[src/srs_pkg.sv]
// Shared constants and types for the scan range code and status output block
package srs_pkg;

	// ------------------------------------------------------------
	// Clock and timing
	// ------------------------------------------------------------
	localparam int CLK_HZ = 40_000_000;
	localparam int SYNC_PULSE_US = 1000;
	localparam int SYNC_PULSE_CYC = (SYNC_PULSE_US * (CLK_HZ / 1_000_000));
	localparam int BLINK_MALF_MS = 1000;
	localparam int BLINK_SLEEP_MS = 4000;
	localparam int BLINK_START_MS = 250;
	localparam int SETTLE_US = 100;
	localparam int MS_CYC = CLK_HZ / 1000;
	localparam int BLINK_MALF_CYC = BLINK_MALF_MS * MS_CYC;
	localparam int BLINK_SLEEP_CYC = BLINK_SLEEP_MS * MS_CYC;
	localparam int BLINK_START_CYC = BLINK_START_MS * MS_CYC;
	localparam int SETTLE_CYC = SETTLE_US * (CLK_HZ / 1_000_000);

	// ------------------------------------------------------------
	// Measurement codes
	// ------------------------------------------------------------
	localparam int RAW_W = 20;
	localparam int CODE_W = 18;
	localparam int LEVEL_W = 16;
	localparam int ECHOES = 3;
	localparam logic [CODE_W-1:0] CODE_NO_ECHO = 18'h3fffc;
	localparam logic [CODE_W-1:0] CODE_SHORT = 18'h3fffe;
	localparam logic [CODE_W-1:0] CODE_LONG = 18'h3ffff;
	localparam logic [RAW_W-1:0] DIST_MIN = 20'h00023;
	localparam logic [RAW_W-1:0] DIST_MAX = 20'h0ea60;

	// ------------------------------------------------------------
	// Register map (byte offsets) and fields
	// ------------------------------------------------------------
	localparam logic [3:0] REG_CTRL = 4'h0;
	localparam logic [3:0] REG_SECTOR = 4'h4;
	localparam logic [3:0] REG_STATUS = 4'h8;
	localparam logic [3:0] REG_ECHO0 = 4'hc;
	localparam int CTRL_AREA_MODE = 0;
	localparam int CTRL_CONT_EN = 1;
	localparam int CTRL_CONT_PART = 2;
	localparam int CTRL_DET_INV = 3;
	localparam int CTRL_SLEEP = 4;
	localparam int CTRL_ADDR_INIT = 5;
	localparam int CTRL_W = 6;
	localparam logic [CTRL_W-1:0] CTRL_RESET = 6'h00;
	localparam int STEP_W = 11;
	localparam int SECT_END_LSB = 16;
	localparam logic [31:0] SECTOR_RESET = 32'h0000_0000;

	// ------------------------------------------------------------
	// Sensor state, Gray coded along the usual path
	// ------------------------------------------------------------
	typedef enum logic [2:0] {
		SRS_STARTUP = 3'b000,
		SRS_OPERATE = 3'b001,
		SRS_SLEEP = 3'b011,
		SRS_ADDR_INIT = 3'b010,
		SRS_MALF = 3'b110
	} srs_state_e;

endpackage : srs_pkg

[src/srs_range_enc.sv]
// Encoder of one echo's raw range into a measurement code
`timescale 1ns/10ps
module srs_range_enc
	import srs_pkg::*;
(
	input wire logic sys_clk,
	input wire logic nrst,
	input wire logic step_strobe,
	input wire logic echo_en,
	input wire logic area_mode,
	input wire logic hit,
	input wire logic level_ok,
	input wire logic limited_zone,
	input wire logic [RAW_W-1:0] raw_mm,
	input wire logic [LEVEL_W-1:0] raw_level,
	output logic [CODE_W-1:0] code,
	output logic [LEVEL_W-1:0] level
);

	logic no_echo;
	logic too_short;
	logic too_long;
	logic [CODE_W-1:0] next_code;
	logic [LEVEL_W-1:0] next_level;

	// Echoes beyond the first are absent in area mode
	assign no_echo = !echo_en || !hit || !level_ok;
	assign too_short = area_mode ? limited_zone : (raw_mm < DIST_MIN);
	assign too_long = raw_mm > DIST_MAX;
	assign next_code = no_echo ? CODE_NO_ECHO :
		too_short ? CODE_SHORT :
		too_long ? CODE_LONG :
		raw_mm[CODE_W-1:0];
	assign next_level = no_echo ? '0 : raw_level;

	always_ff @(posedge sys_clk or negedge nrst) begin
		if (!nrst) begin
			code <= CODE_NO_ECHO;
			level <= '0;
		end else if (step_strobe) begin
			code <= next_code;
			level <= next_level;
		end
	end

endmodule : srs_range_enc

[src/srs_blink.sv]
// Square-wave blinker for the power indicator, toggling every HALF cycles
`timescale 1ns/10ps
module srs_blink #(
	parameter int HALF = 40_000_000
) (
	input wire logic sys_clk,
	input wire logic nrst,
	input wire logic run,
	output logic led
);

	logic [31:0] cnt;
	logic wrap;

	assign wrap = cnt >= 32'(HALF - 1);

	// Idle blinker rests on, so a fresh start begins with a lit phase
	always_ff @(posedge sys_clk or negedge nrst) begin
		if (!nrst) begin
			cnt <= '0;
			led <= 1'b1;
		end else if (!run) begin
			cnt <= '0;
			led <= 1'b1;
		end else if (wrap) begin
			cnt <= '0;
			led <= !led;
		end else begin
			cnt <= cnt + 32'd1;
		end
	end

endmodule : srs_blink

[src/srs_top.sv]
// Scan range coder, status lines, indicators and register slave
//
// Contract
// - Range 35..60000 reported as millimetres
// - No echo gives 3FFFC, level zero
// - Too close or limited zone gives 3FFFE; code uses limited zone only in area mode, too close only outside it
// - Beyond 60000 mm gives 3FFFF
// - Operating: ready, malfunction high; 1 ms sync
// - Orange indicator off in coordinate mode
// - Output levels undefined shortly after power-up
// - Detection polarity by setting; default low
// - Coordinate mode delivers up to three echoes
// - Enabled contamination warning drops ready line
// - Contamination never stops scan nor faults
// - Partial mode: sector, sensing plus short range
// - Full mode: whole window, internal sensing only
// - Laser/motor fault: malfunction low, stop both
//
// Added by the designer: register access over Avalon-MM and the placing of the registers.
`timescale 1ns/10ps
module srs_top
	import srs_pkg::*;
#(
	parameter int SYNC_CYC = SYNC_PULSE_CYC,
	parameter int MALF_HALF = BLINK_MALF_CYC,
	parameter int SLEEP_HALF = BLINK_SLEEP_CYC,
	parameter int START_HALF = BLINK_START_CYC,
	parameter int SETTLE = SETTLE_CYC
) (
	input wire logic sys_clk,
	input wire logic nrst,
	input wire logic [3:0] avs_address,
	input wire logic avs_read,
	input wire logic avs_write,
	input wire logic [31:0] avs_writedata,
	input wire logic [3:0] avs_byteenable,
	output logic [31:0] avs_readdata,
	output logic avs_waitrequest,
	input wire logic startup_done,
	input wire logic laser_fault,
	input wire logic motor_fault,
	input wire logic motor_unstable,
	input wire logic scan_start,
	input wire logic step_strobe,
	input wire logic [STEP_W-1:0] step_index,
	input wire logic [ECHOES-1:0] echo_hit,
	input wire logic [ECHOES-1:0] echo_level_ok,
	input wire logic limited_zone,
	input wire logic [ECHOES*RAW_W-1:0] echo_raw_mm,
	input wire logic [ECHOES*LEVEL_W-1:0] echo_raw_level,
	input wire logic cont_sense_step,
	input wire logic cont_sense_all,
	input wire logic [2:0] area_detect,
	output logic [ECHOES*CODE_W-1:0] echo_code,
	output logic [ECHOES*LEVEL_W-1:0] echo_level,
	output logic ready_line,
	output logic malf_line,
	output logic sync_line,
	output logic [2:0] detect_line,
	output logic power_led,
	output logic orange_led,
	output logic laser_en,
	output logic motor_en,
	output logic lines_valid
);

	// ------------------------------------------------------------
	// Registers and state
	// ------------------------------------------------------------
	srs_state_e state;
	srs_state_e next_state;
	logic [CTRL_W-1:0] ctrl;
	logic [31:0] sector;
	logic ack;
	logic [31:0] next_readdata;
	logic [31:0] sync_cnt;
	logic [31:0] settle_cnt;
	logic part_seen;
	logic part_warn;
	logic fault;

	wire area_mode = ctrl[CTRL_AREA_MODE];
	wire cont_en = ctrl[CTRL_CONT_EN];
	wire cont_part = ctrl[CTRL_CONT_PART];
	wire det_inv = ctrl[CTRL_DET_INV];
	wire operating = state == SRS_OPERATE;

	// Byte-lane merge, shared by both writable registers
	function automatic logic [31:0] srs_merge(
		input logic [31:0] old_v,
		input logic [31:0] new_v,
		input logic [3:0] be
	);
		logic [31:0] res;
		res = old_v;
		for (int i = 0; i < 4; i++) begin
			if (be[i]) begin
				res[i*8 +: 8] = new_v[i*8 +: 8];
			end
		end
		return res;
	endfunction : srs_merge

	// ------------------------------------------------------------
	// Avalon-MM slave: one wait cycle, then the answer
	// ------------------------------------------------------------
	wire req = avs_read || avs_write;
	wire wr_go = avs_write && ack;
	wire hit_ctrl = avs_address == REG_CTRL;
	wire hit_sector = avs_address == REG_SECTOR;
	wire [31:0] ctrl_wide = {{(32-CTRL_W){1'b0}}, ctrl};
	wire [31:0] ctrl_new = srs_merge(ctrl_wide, avs_writedata, avs_byteenable);
	wire [31:0] sector_new = srs_merge(sector, avs_writedata, avs_byteenable);
	wire [31:0] status_word = {22'h000000, fault, part_warn, cont_sense_all,
		lines_valid, malf_line, ready_line, 1'b0, state};

	assign avs_waitrequest = req && !ack;

	always_comb begin
		unique case (avs_address)
			REG_CTRL: next_readdata = ctrl_wide;
			REG_SECTOR: next_readdata = sector;
			REG_STATUS: next_readdata = status_word;
			REG_ECHO0: next_readdata = {14'h0000, echo_code[CODE_W-1:0]};
			default: next_readdata = 32'h0000_0000;
		endcase
	end

	always_ff @(posedge sys_clk or negedge nrst) begin
		if (!nrst) begin
			ack <= 1'b0;
			avs_readdata <= 32'h0000_0000;
		end else begin
			ack <= req && !ack;
			if (avs_read && !ack) begin
				avs_readdata <= next_readdata;
			end
		end
	end

	// Polarity and modes only change through software settings
	always_ff @(posedge sys_clk or negedge nrst) begin
		if (!nrst) begin
			ctrl <= CTRL_RESET;
			sector <= SECTOR_RESET;
		end else if (wr_go) begin
			if (hit_ctrl) begin
				ctrl <= ctrl_new[CTRL_W-1:0];
			end
			if (hit_sector) begin
				sector <= sector_new;
			end
		end
	end

	// ------------------------------------------------------------
	// Range encoders, one per echo
	// ------------------------------------------------------------
	genvar g;
	generate
		for (g = 0; g < ECHOES; g++) begin : g_echo
			srs_range_enc u_enc (
				.sys_clk(sys_clk),
				.nrst(nrst),
				.step_strobe(step_strobe),
				.echo_en(g == 0 || !area_mode),
				.area_mode(area_mode),
				.hit(echo_hit[g]),
				.level_ok(echo_level_ok[g]),
				.limited_zone(limited_zone),
				.raw_mm(echo_raw_mm[g*RAW_W +: RAW_W]),
				.raw_level(echo_raw_level[g*LEVEL_W +: LEVEL_W]),
				.code(echo_code[g*CODE_W +: CODE_W]),
				.level(echo_level[g*LEVEL_W +: LEVEL_W])
			);
		end
	endgenerate

	// ------------------------------------------------------------
	// Sensor state
	// ------------------------------------------------------------
	// A fault is final until nrst resets the state; a restart might fire a bad laser
	always_comb begin
		next_state = state;
		unique case (state)
			SRS_STARTUP: begin
				if (startup_done) begin
					next_state = SRS_OPERATE;
				end
			end
			SRS_OPERATE: begin
				if (ctrl[CTRL_SLEEP]) begin
					next_state = SRS_SLEEP;
				end else if (ctrl[CTRL_ADDR_INIT]) begin
					next_state = SRS_ADDR_INIT;
				end
			end
			SRS_SLEEP: begin
				if (!ctrl[CTRL_SLEEP]) begin
					next_state = SRS_OPERATE;
				end
			end
			SRS_ADDR_INIT: begin
				if (!ctrl[CTRL_ADDR_INIT]) begin
					next_state = SRS_OPERATE;
				end
			end
			SRS_MALF: next_state = SRS_MALF;
			default: next_state = SRS_MALF;
		endcase
		if (laser_fault || motor_fault) begin
			next_state = SRS_MALF;
		end
	end

	always_ff @(posedge sys_clk or negedge nrst) begin
		if (!nrst) begin
			state <= SRS_STARTUP;
		end else begin
			state <= next_state;
		end
	end

	assign fault = state == SRS_MALF;
	assign laser_en = !fault;
	assign motor_en = !fault;

	// ------------------------------------------------------------
	// Contamination warning
	// ------------------------------------------------------------
	// Partial mode judges one scan at a time, so one dirty scan flags it
	wire [STEP_W-1:0] sect_lo = sector[STEP_W-1:0];
	wire [STEP_W-1:0] sect_hi = sector[SECT_END_LSB +: STEP_W];
	wire in_sector = step_index >= sect_lo && step_index <= sect_hi;
	wire short_hit = echo_hit[0] && echo_raw_mm[RAW_W-1:0] < DIST_MIN;
	wire part_step = step_strobe && in_sector && cont_sense_step && short_hit;

	always_ff @(posedge sys_clk or negedge nrst) begin
		if (!nrst) begin
			part_seen <= 1'b0;
			part_warn <= 1'b0;
		end else if (scan_start) begin
			part_warn <= part_seen || part_step;
			part_seen <= 1'b0;
		end else if (part_step) begin
			part_seen <= 1'b1;
		end
	end

	wire cont_level = cont_part ? part_warn : cont_sense_all;
	wire cont_warn = cont_en && cont_level;

	// ------------------------------------------------------------
	// Synchronisation pulse
	// ------------------------------------------------------------
	always_ff @(posedge sys_clk or negedge nrst) begin
		if (!nrst) begin
			sync_cnt <= '0;
		end else if (!operating) begin
			sync_cnt <= '0;
		end else if (scan_start) begin
			sync_cnt <= 32'(SYNC_CYC);
		end else if (sync_cnt != '0) begin
			sync_cnt <= sync_cnt - 32'd1;
		end
	end

	// ------------------------------------------------------------
	// Power-up settle window
	// ------------------------------------------------------------
	always_ff @(posedge sys_clk or negedge nrst) begin
		if (!nrst) begin
			settle_cnt <= '0;
			lines_valid <= 1'b0;
		end else if (settle_cnt >= 32'(SETTLE - 1)) begin
			lines_valid <= 1'b1;
		end else begin
			settle_cnt <= settle_cnt + 32'd1;
		end
	end

	// ------------------------------------------------------------
	// Output lines and indicators
	// ------------------------------------------------------------
	// Contamination only touches ready; scanning and sync carry on
	assign ready_line = operating && !cont_warn && !motor_unstable;
	assign malf_line = !fault;
	assign sync_line = !(operating && sync_cnt != '0);

	wire [2:0] det_level = det_inv ? area_detect : ~area_detect;
	assign detect_line = (operating && area_mode) ? det_level : 3'b000;

	wire orange_state = operating ? (|area_detect) : (state != SRS_SLEEP);
	assign orange_led = area_mode && orange_state;

	logic blink_start;
	logic blink_malf;
	logic blink_sleep;

	srs_blink #(.HALF(START_HALF)) u_blink_start (
		.sys_clk(sys_clk),
		.nrst(nrst),
		.run(state == SRS_STARTUP),
		.led(blink_start)
	);

	srs_blink #(.HALF(MALF_HALF)) u_blink_malf (
		.sys_clk(sys_clk),
		.nrst(nrst),
		.run(fault),
		.led(blink_malf)
	);

	srs_blink #(.HALF(SLEEP_HALF)) u_blink_sleep (
		.sys_clk(sys_clk),
		.nrst(nrst),
		.run(state == SRS_SLEEP),
		.led(blink_sleep)
	);

	assign power_led = blink_start && blink_malf && blink_sleep;

endmodule : srs_top

[config.mk]
export PLATFORM = sky130hd
export DESIGN_NAME = srs_top
export DESIGN_NICKNAME = d
export VERILOG_FILES = /design/src/srs_pkg.sv /design/src/srs_range_enc.sv /design/src/srs_blink.sv /design/src/srs_top.sv
export SDC_FILE = /design/constraint.sdc
export NUM_CORES = 1
export LEC_CHECK = 0
export ABC_AREA = 1
export BUFFER_PORTS_ARGS = -buffer_cell sky130_fd_sc_hd__buf_4
export CAP_MARGIN = 25
export CORE_MARGIN = 2
export CORE_UTILIZATION = 35
export CTS_CLUSTER_SIZE = 16
export DETAILED_ROUTE_END_ITERATION = 16
export GPL_TIMING_DRIVEN = 0
export PLACE_DENSITY_LB_ADDON = 0.12
export SYNTH_ARGS = -nofsm -noshare
export SYNTH_HDL_FRONTEND = slang
export SYNTH_SLANG_ARGS = --single-unit
[constraint.sdc]
create_clock -name sys_clk -period 1.7 [get_ports sys_clk]
set_input_delay 0.34 -clock sys_clk [delete_from_list [all_inputs] [get_ports sys_clk]]
set_output_delay 0.34 -clock sys_clk [all_outputs]
set_load 0.02 [all_outputs]
# Word-level counts from Yosys, hierarchy flattened
# Index checks and enable logic that the tools add are counted.
# classes
add_sub_neg	5
multipliers	0
div_mod_pow	0
n_lt_le_gt_ge	12
eq_ne	16
shift	0
muxes	44
n_bitwise	1
n_reduce_logical	49
# ops
operator	n
$mux W32	9
$mux W18	9
$add A32 B1 Y32 const B	4
$pmux W32 S4	1
$gt A20 B16 Y1 const B	3
$lt A20 B6 Y1 const B	3
$mux W16	3
$ge A32 B12 Y1 const B	1
$ge A32 B24 Y1 const B	1
$ge A32 B26 Y1 const B	1
$ge A32 B28 Y1 const B	1
$reduce_bool A32 Y1	1
$sub A32 B1 Y32 const B	1
$mux W3	8
$logic_and A1 B1 Y1	16
$reduce_and A3 Y1	5
$logic_not A1 Y1	14
$mux W1	13
$pmux W3 S4	1
$ge A11 B11 Y1	1
$le A11 B11 Y1	1
$ne A3 B3 Y1 const B	3
$eq A4 B4 Y1 const B	2
$logic_or A1 B1 Y1	8
13 further kinds	17
# word_totals
ff_bits	342
latchBits	0
ram_bits	0
mem_bits_ro	0
inputBits	181
out_inout_bits	146
elab_cells	152
mem_count	0

# Longest topological paths before layout
# Gate-level depths: netlist of the first run.
# depth
ltp_word	7
depth_mapped	13
depth_no_buf	13

# Cells and area by module
# From an unflattened synthesis of the first run, not the netlist that was laid out.
# hier_totals
hier_cells	2152
hier_area_um2	17883.4
# modules_own_cells
module	instances	cells_per_inst	area_per_inst_um2	seq_area_each_um2
srs_top	1	947	7682.4	3528.4
srs_range_enc	3	170	1575.3	870.8
srs_blink at u_blink_malf	1	231	1896.8	827.0
srs_blink at u_blink_sleep	1	263	1889.3	827.0
srs_blink at u_blink_start	1	201	1689.1	827.0

# Least setup slack after synthesis of the first run
# Ideal clock, no wire load.
# synth_timing
path_type	register to output
start	register state[2]
end	output port detect_line[0]
t_arrival_ns	1.386
required_time_ns	1.360
slack_ns	-0.026
path_stages_with_launch	7
n_path_buf	1
path_cell_list	dfrtp_1 > inv_1 > nand2_2 > nor2_4 > buf_2 > nand2_1 > nor2_1
# synth_via
elab_chain_len	3
# synth_rtl
element	line	source
from (decl)	srs_top.sv:70	srs_state_e state;
from (signal assigned)	srs_top.sv:220	state <= next_state;
$eq A3 B1 Y1	srs_top.sv:86	wire operating = state == SRS_OPERATE;
$logic_and A1 B1 Y1	srs_top.sv:291	assign detect_line = (operating && area_mode) ? det_level : 3'b000;
$mux W3	srs_top.sv:291	
to (decl)	srs_top.sv:59	output logic [2:0] detect_line,
# No other way between the ends.

# Worst setup path in the final report of the first run
# layout_timing
start	register sync_cnt[4]
end	output port sync_line
# layout_via
elab_chain_len	3
# layout_rtl
element	line	source
from (decl)	srs_top.sv:76	logic [31:0] sync_cnt;
from (signal assigned)	srs_top.sv:262	sync_cnt <= 32'(SYNC_CYC);
from (signal assigned)	srs_top.sv:264	sync_cnt <= sync_cnt - 32'd1;
$reduce_bool A32 Y1	srs_top.sv:288	assign sync_line = !(operating && sync_cnt != '0);
$logic_and A1 B1 Y1	srs_top.sv:288	
$logic_not A1 Y1	srs_top.sv:288	
to (decl)	srs_top.sv:58	output logic sync_line,
# No other way between the ends.

==> results of run 1 <==
==> final cells by class <==
class / count / share of cell area, %
inverters: 212 / 3.21
repair buffers: 539 / 18.1
flip-flops and latches: 342 / 34.2
clock buffers: 66 / 5.05
well taps: 615 / 3.05
clock inverters: 10 / 0.710
plain buffers: 68 / 1.63
multi-input cells: 1446 / 34.0
==> registers in the layout, summed over array words and instances (netlist names) <==
signal              count
sector                 32
u_blink_sleep.led       1
u_blink_malf.led        1
part_seen               1
settle_cnt             32
u_blink_sleep.cnt      32
u_blink_start.cnt      32
g_echo.u_enc.code      54
state                   3
u_blink_malf.cnt       32
avs_readdata           32
g_echo.u_enc.level     48
lines_valid             1
sync_cnt               32
u_blink_start.led       1
ctrl                    6
part_warn               1
ack                     1
==> layer usage <==
metal | vias to the layer above | share of wire, % | track usage, %
li1 | 7826 | - | -
met1 | 7811 | 43 | 29.1
met2 | 368 | 49 | 37.5
met3 | 62 | 6.6 | 6.14
met4 | 0 | 1.8 | 4.70
met5 | - | 0 | 0
==> critical path: stages (launching register included) <==
cell and delay (ns):
sky130_fd_sc_hd__dfrtp_1 0.42, sky130_fd_sc_hd__nor2_2 0.16, sky130_fd_sc_hd__nand2_2 0.12, sky130_fd_sc_hd__inv_2 0.09
sky130_fd_sc_hd__nand2_1 0.07, sky130_fd_sc_hd__nor2_2 0.11, sky130_fd_sc_hd__nand2_2 0.07, sky130_fd_sc_hd__buf_6 0.12
sky130_fd_sc_hd__nand2_4 0.05, sky130_fd_sc_hd__buf_6 0.11
==> logic make-up after synthesis <==
group | count (synthesis) | share of synthesized area, %
adder cells (fa/ha/maj) | 28 | 2.05
flip-flops | 342 | 50.4
buffers and inverters | 283 | 6.78
AO/OA/AOI/OAI | 216 | 8.07
multiplexers | 36 | 2.20
other | 1 | 0.0219
AND/OR/NAND/NOR | 1085 | 27.3
XOR/XNOR | 61 | 3.12
==> power by group <==
part	switching (mW)	internal [mW]
Combinational	1.52	1.24
Clock	3.55	5.88
Sequential	0.251	8.54
Total	5.32	15.7
==> what timing repair did <==
item,4_1_cts,5_1_grt
buffers inserted,67,69
gates cloned,4,6
endpoints found under the hold margin,128,55
endpoints found under the setup margin,230,194
pin swaps,42,83
resized for setup,137,243
==> stage by stage <==
stage | cell area [sq um] | TNS, ns
after global routing | 25200 | -14.72
final | 25200 | -7.51
after CTS | 23700 | -6.69
after detailed placement | 20500 | -53.71
after floorplan | 17200 | -0.0776
after global placement | 20400 | -1025.46
==> worst max-delay path by stage <==
stage	startpoint	endpoint	slack, ns	cells after the start
2_1_floorplan	state[2]$_DFFE_PN0P_	detect_line[0]	-0.03	6
3_3_place_gp	nrst	g_echo[1].u_enc.level[9]$_DFFE_PN0P_	-3.13	1
3_5_place_dp	state[2]$_DFFE_PN0P_	detect_line[1]	-0.52	7
4_1_cts	sync_cnt[0]$_DFFE_PN0P_	sync_line	-0.54	10
5_1_grt	sync_cnt[4]$_DFFE_PN0P_	sync_line	-0.63	9
6_report	sync_cnt[4]$_DFFE_PN0P_	sync_line	-0.51	9
==> cell usage after synthesis, drive strengths merged <==
| master | number |
|---|---|
| nor3 | 53 |
| dfrtp | 291 |
| nand3b | 4 |
| or2 | 6 |
| mux2i | 23 |
| o2111ai | 4 |
| a41oi | 1 |
| clkbuf | 38 |
| nand3 | 121 |
| inv | 212 |
| o211ai | 4 |
| ha | 28 |
| o32ai | 1 |
| dfstp | 51 |
| nand2 | 507 |
| o21bai | 2 |
| nor4 | 13 |
| mux2 | 13 |
| buf | 33 |
| nor3b | 4 |
| o22ai | 6 |
| o21a | 1 |
| a21oi | 54 |
| and2 | 2 |
| a22o | 51 |
| and3 | 2 |
| o31ai | 9 |
| nand4 | 44 |
| xnor2 | 12 |
| conb | 1 |
| o21ai | 72 |
| a21o | 3 |
| nor2 | 329 |
| a31oi | 8 |
| xor2 | 49 |
==> impl_metrics.env, run 1 <==
export IMPL_synth_largest_type_area_fraction_pct=42.6
export IMPL_design_die_area_sq_um=50600
export IMPL_worst_ep_arrival_time_ns=1.87
export IMPL_clock_tree_from_tritoncts="done"
export IMPL_row_count=80
export IMPL_power_per_cell_area_nw_per_um2=832
export IMPL_slew_headroom_pct=52.1
export IMPL_grt_max_degree=109
export IMPL_crit_fanout=3
export IMPL_design_portCount=327
export IMPL_clock_sinks=342
export IMPL_via_per_inst=4.87
export IMPL_failed_checks="negative hold slack, negative setup slack"
export IMPL_clk_root_buffer_cell="sky130_fd_sc_hd__clkbuf_16"
export IMPL_power_mw=21.0
export IMPL_gp_routability_congestion=0.887
export IMPL_worstPathRequired_ns=1.36
export IMPL_grt_antenna_before_repair=0
export IMPL_floorplan_initialDensity_pct=35.7
export IMPL_fill_cells=4442
export IMPL_drive_above_1_share_pct=33.8
export IMPL_nets=2859
export IMPL_max_slew_worst_pin_slew_ns=0.719
export IMPL_coreArea_sq_um=47900
export IMPL_grt_pass1_wl_mm=89.3
export IMPL_final_cells=3298
export IMPL_post_synth_cell_area_avg_sq_um=8.33
export IMPL_type_of_element_capturing_the_critical_path="primary output"
export IMPL_maximum_vdd_drop_uv=534
export IMPL_synth_distinct_cells=52
export IMPL_numCtsBuffers=41
export IMPL_drv_slew=0
export IMPL_area_taken_by_multi_input_logic_gates_sq_um=8570
export IMPL_fin_worst_hold_slack_ns=-0.274
export IMPL_avgRoutedWirePerCell_um=17.6
export IMPL_r2r_worst_path_cells=11
export IMPL_vias_in_the_first_global_route=16049
export IMPL_finalClockSkew_ns=0.0170
export IMPL_htreeDepth=2
export IMPL_number_of_placed_instances_taps_included=3012
export IMPL_worst_setup_path_start_kind="flop"
export IMPL_timing_reg2reg_setup_slack_ns=-0.18
export IMPL_finalHoldViolations=55
export IMPL_drcViolationCount=0
export IMPL_max_cap_violations=0
export IMPL_power_leakage_nw=12.3
export IMPL_r2r_end="u_blink_start.cnt[18]$_DFF_PN0_"
export IMPL_drt_first_iter_violations=969
export IMPL_setup_slack_ns=-0.510
export IMPL_pre_cts_slack_ns=-0.521
export IMPL_layout_cells_most_common="sky130_fd_sc_hd__nand2_1"
export IMPL_layout_min_cycle_time_ns=2.21
export IMPL_yosys_warnings=0
export IMPL_r2r_start="state[0]$_DFFE_PN0P_"
export IMPL_hp_class="in -> async"
export IMPL_layout_common_cells="sky130_fd_sc_hd__nand2_1, sky130_fd_sc_hd__buf_4, sky130_fd_sc_hd__dfrtp_1, sky130_fd_sc_hd__nor2_1, sky130_fd_sc_hd__inv_1"
export IMPL_synthToLayoutAreaGrowth_pct=47.4
export IMPL_clock_tree_buffer_depth=3
export IMPL_synth_seq_area_share_pct=50.4
export IMPL_antennaDiodeCount=0
export IMPL_insertion_delay_ns=0.56
export IMPL_cts_hold_repair_buffers=73
export IMPL_final_core_utilization_pct=52.6
export IMPL_dp_final_hpwl_mm=41.9
export IMPL_floorplan_die_width_um=225
export IMPL_count_of_state_elements_after_synthesis=342
export IMPL_drt_pre_antenna_iters=5
export IMPL_run_status="finished with violations"
export IMPL_final_period_utilization_pct=130
export IMPL_syn_cell_area_sq_um=17100
export IMPL_register_area_sq_um=8630
export IMPL_grt_overflow_total=0
export IMPL_grt_setup_unrepaired="true"
export IMPL_peak_clock_frequency_supported_by_timing_mhz=453
export IMPL_worst_setup_path_type="reg -> out"
export IMPL_postSynthCellCount=2052
export IMPL_total_length_of_routed_wires_mm=58.1
export IMPL_worst_setup_hold_path_clk_slew_ns=0.06
export IMPL_port_buffers=325
export IMPL_detailroute_via_count=16067
export IMPL_die_height_um=225
export IMPL_ant_nets=0
export IMPL_synth_largest_area_cell="sky130_fd_sc_hd__dfrtp_1"
export IMPL_finalSetupViolCount=50
export IMPL_synth_top_cells_by_area="sky130_fd_sc_hd__dfrtp_1, sky130_fd_sc_hd__nand2_1, sky130_fd_sc_hd__dfstp_2"
export IMPL_grt_total_usage_pct=22.4
Power figures use the tool's default switching activity.
==> run 2: changes to the inputs <==
Settings changed: ABC_AREA 1 to default.
==> impl_metrics.env, run 2 <==
export IMPL_run_status="finished with violations"
export IMPL_failed_checks="negative hold slack, negative setup slack"
export IMPL_crit_fanout=6
export IMPL_finalHoldViolations=68
export IMPL_nets=2212
export IMPL_gp_routability_congestion=0.837
export IMPL_cpMostUsedCell="sky130_fd_sc_hd__or4_4"
export IMPL_timing_critical_path_buf_inv=0
export IMPL_die_height_um=213
export IMPL_post_synth_cell_area_avg_sq_um=10.7
export IMPL_postSynth_asyncResetShare_pct=100
export IMPL_design_die_area_sq_um=45300
export IMPL_grt_pass1_wl_mm=76.4
export IMPL_synth_most_common_cell="sky130_fd_sc_hd__dfrtp_1"
export IMPL_worst_ep_arrival_time_ns=3.11
export IMPL_layout_common_cells="sky130_fd_sc_hd__buf_4, sky130_fd_sc_hd__dfrtp_1, sky130_fd_sc_hd__nand2_1, sky130_fd_sc_hd__nor2_1, sky130_fd_sc_hd__a22o_1"
export IMPL_avgRoutedWirePerCell_um=18.9
export IMPL_worst_setup_path_type="reg -> reg"
export IMPL_yosys_warnings=0
export IMPL_area_taken_by_multi_input_logic_gates_sq_um=7780
export IMPL_power_mw=19.5
export IMPL_postSynthCellCount=1423
export IMPL_crit_path_max_incr_delay_ns=0.57
export IMPL_maximum_vdd_drop_uv=609
export IMPL_final_period_utilization_pct=155
export IMPL_r2r_start="sync_cnt[12]$_DFFE_PN0P_"
export IMPL_dp_final_hpwl_mm=33.7
export IMPL_antennaDiodeCount=0
export IMPL_grt_overflow_total=0
export IMPL_synth_distinct_cells=64
export IMPL_type_of_element_capturing_the_critical_path="flop"
export IMPL_design_portCount=327
export IMPL_grt_max_degree=111
export IMPL_clock_tree_buffer_depth=3
export IMPL_via_per_inst=5.10
export IMPL_numCtsBuffers=41
export IMPL_fill_cells=3788
export IMPL_finalClockSkew_ns=0.0137
export IMPL_port_buffers=325
export IMPL_crit_path_cell_trace="or4_4, or4_4, or4_4, or4_4, a21oi_2"
export IMPL_grt_total_usage_pct=21.6
export IMPL_drt_pre_antenna_iters=5
export IMPL_synth_edff_count=0
export IMPL_synthToLayoutAreaGrowth_pct=54.9
export IMPL_layout_cells_most_common="sky130_fd_sc_hd__buf_4"
export IMPL_synth_largest_area_cell="sky130_fd_sc_hd__dfrtp_1"
export IMPL_floorplan_die_width_um=213
export IMPL_drt_first_iter_violations=657
export IMPL_largest_register_ff_count=54
export IMPL_r2r_worst_path_cells=5
export IMPL_coreArea_sq_um=43100
export IMPL_max_cap_violations=0
export IMPL_synth_top_cells_by_area="sky130_fd_sc_hd__dfrtp_1, sky130_fd_sc_hd__dfstp_2, sky130_fd_sc_hd__nor2_1"
export IMPL_floorplan_initialDensity_pct=35.4
export IMPL_grt_setup_unrepaired="true"
export IMPL_synth_seq_area_share_pct=56.5
export IMPL_insertion_delay_ns=0.54
export IMPL_row_count=76
export IMPL_grt_antenna_before_repair=1
export IMPL_pre_cts_slack_ns=-1.13
export IMPL_worst_setup_hold_path_clk_slew_ns=0.06
export IMPL_slew_headroom_pct=53.6
export IMPL_setup_slack_ns=-0.939
export IMPL_total_length_of_routed_wires_mm=49.6
export IMPL_registers_with_the_most_flip_flops="g_echo.u_enc.code x54, g_echo.u_enc.level x48"
export IMPL_regMostFlops="g_echo.u_enc.code"
export IMPL_cts_hold_repair_buffers=51
export IMPL_power_per_cell_area_nw_per_um2=826
export IMPL_timing_reg2reg_setup_slack_ns=-0.94
export IMPL_layout_min_cycle_time_ns=2.64
export IMPL_startpoint="sync_cnt[12]$_DFFE_PN0P_"
export IMPL_worstPathRequired_ns=2.17
export IMPL_r2r_end="sync_cnt[29]$_DFFE_PN0P_"
export IMPL_clock_sinks=342
export IMPL_crit_family="simple AND/OR/NAND/NOR gates"
export IMPL_peak_clock_frequency_supported_by_timing_mhz=379
export IMPL_dominantRegCellSynth="sky130_fd_sc_hd__dfrtp_1"
export IMPL_drive_above_1_share_pct=46.0
export IMPL_timing_critical_path_slowest_stage_cell="sky130_fd_sc_hd__or4_4"
export IMPL_syn_cell_area_sq_um=15300
export IMPL_synth_largest_type_area_fraction_pct=47.7
export IMPL_clk_root_buffer_cell="sky130_fd_sc_hd__clkbuf_16"
export IMPL_detailroute_via_count=13342
export IMPL_vias_in_the_first_global_route=13932
export IMPL_fin_worst_hold_slack_ns=-0.241
export IMPL_register_area_sq_um=8630
export IMPL_worst_setup_path_start_kind="flop"
export IMPL_finalSetupViolCount=143
export IMPL_drv_slew=0
export IMPL_netlist_top_cells_count="sky130_fd_sc_hd__dfrtp_1, sky130_fd_sc_hd__nor2_1, sky130_fd_sc_hd__nand2_1"
export IMPL_max_slew_worst_pin_slew_ns=0.696
export IMPL_clock_tree_from_tritoncts="done"
export IMPL_hp_class="in -> async"
export IMPL_ant_nets=0
export IMPL_power_leakage_nw=10.5
export IMPL_drcViolationCount=0
export IMPL_htreeDepth=2
export IMPL_count_of_state_elements_after_synthesis=342
-- run 2: timing repair --
action,4_1_cts,5_1_grt
hold endpoints to repair,119,68
setup buffers,97,46
pin swaps,94,104
gates cloned,8,3
resized for setup,218,209
setup endpoints to repair,229,236
-- run 2: worst max path at each step --
stage                                       endpoint  slack [ns]  depth (start not counted)
6_report                    sync_cnt[29]$_DFFE_PN0P_       -0.94                          5
4_1_cts                     sync_cnt[29]$_DFFE_PN0P_       -0.97                          6
2_1_floorplan               sync_cnt[25]$_DFFE_PN0P_       -0.85                          6
5_1_grt                                    sync_line       -1.00                          7
3_5_place_dp                sync_cnt[27]$_DFFE_PN0P_       -1.13                          5
3_3_place_gp   g_echo[1].u_enc.level[14]$_DFFE_PN0P_       -3.04                          1
-- run 2: area by class of cell --
class	instances	share of cell area (%)
clock inverter	16	0.587
inverter	43	0.735
timing repair buffer	529	18.7
sequential	342	36.5
multi-input combinational	970	32.9
tap	585	3.10
buffer	76	2.47
clock buffer	57	5.02
-- run 2: routing by layer --
layer / up-vias / GRT usage [%] / routed length, um
met2: 366 / 36.6 / 24300
met1: 6627 / 26.6 / 20800
met5: - / 0 / 0
met3: 80 / 5.12 / 3040
met4: 0 / 8.46 / 1470
li1: 6269 / - / -
-- run 2: stage by stage --
stage	util [%]	cell area [sq um]	hold WS [ns]	instances	TNS [ns]
4_1_cts	52.1	22400	-0.236	2575	-30.42
2_1_floorplan	-	15600	0.0444	1440	-22.97
3_5_place_dp	43.8	18900	0.344	2354	-140.51
3_3_place_gp	43.6	18800	0.440	2350	-1102.95
6_report	54.9	23600	-0.241	2618	-30.71
5_1_grt	54.9	23600	-0.213	2618	-42.68
-- run 2: where the power goes --
part / internal [mW] / total (mW) / leakage (nW) / switching, mW
clock: 5.17 / 8.69 / 0.660 / 3.52
combinational: 1.08 / 2.21 / 5.44 / 1.13
sequential: 8.44 / 8.64 / 4.44 / 0.200
-- run 2: worst reg2reg max path, stage by stage (launching register included) --
cell,delay [ns]
sky130_fd_sc_hd__dfrtp_1,0.38
sky130_fd_sc_hd__or4_4,0.57
sky130_fd_sc_hd__or4_4,0.46
sky130_fd_sc_hd__or4_4,0.57
sky130_fd_sc_hd__or4_4,0.44
sky130_fd_sc_hd__a21oi_2,0.14
-- run 2: cell families after synthesis --
| logic type | share of synthesized area (%) |
|---|---|
| flip-flops | 56.5 |
| adder cells (fa/ha/maj) | 2.30 |
| AND/OR/NAND/NOR | 16.3 |
| XOR/XNOR | 4.82 |
| AO/OA/AOI/OAI | 14.3 |
| buffers and inverters | 3.21 |
| other | 0.0246 |
| multiplexers | 2.58 |
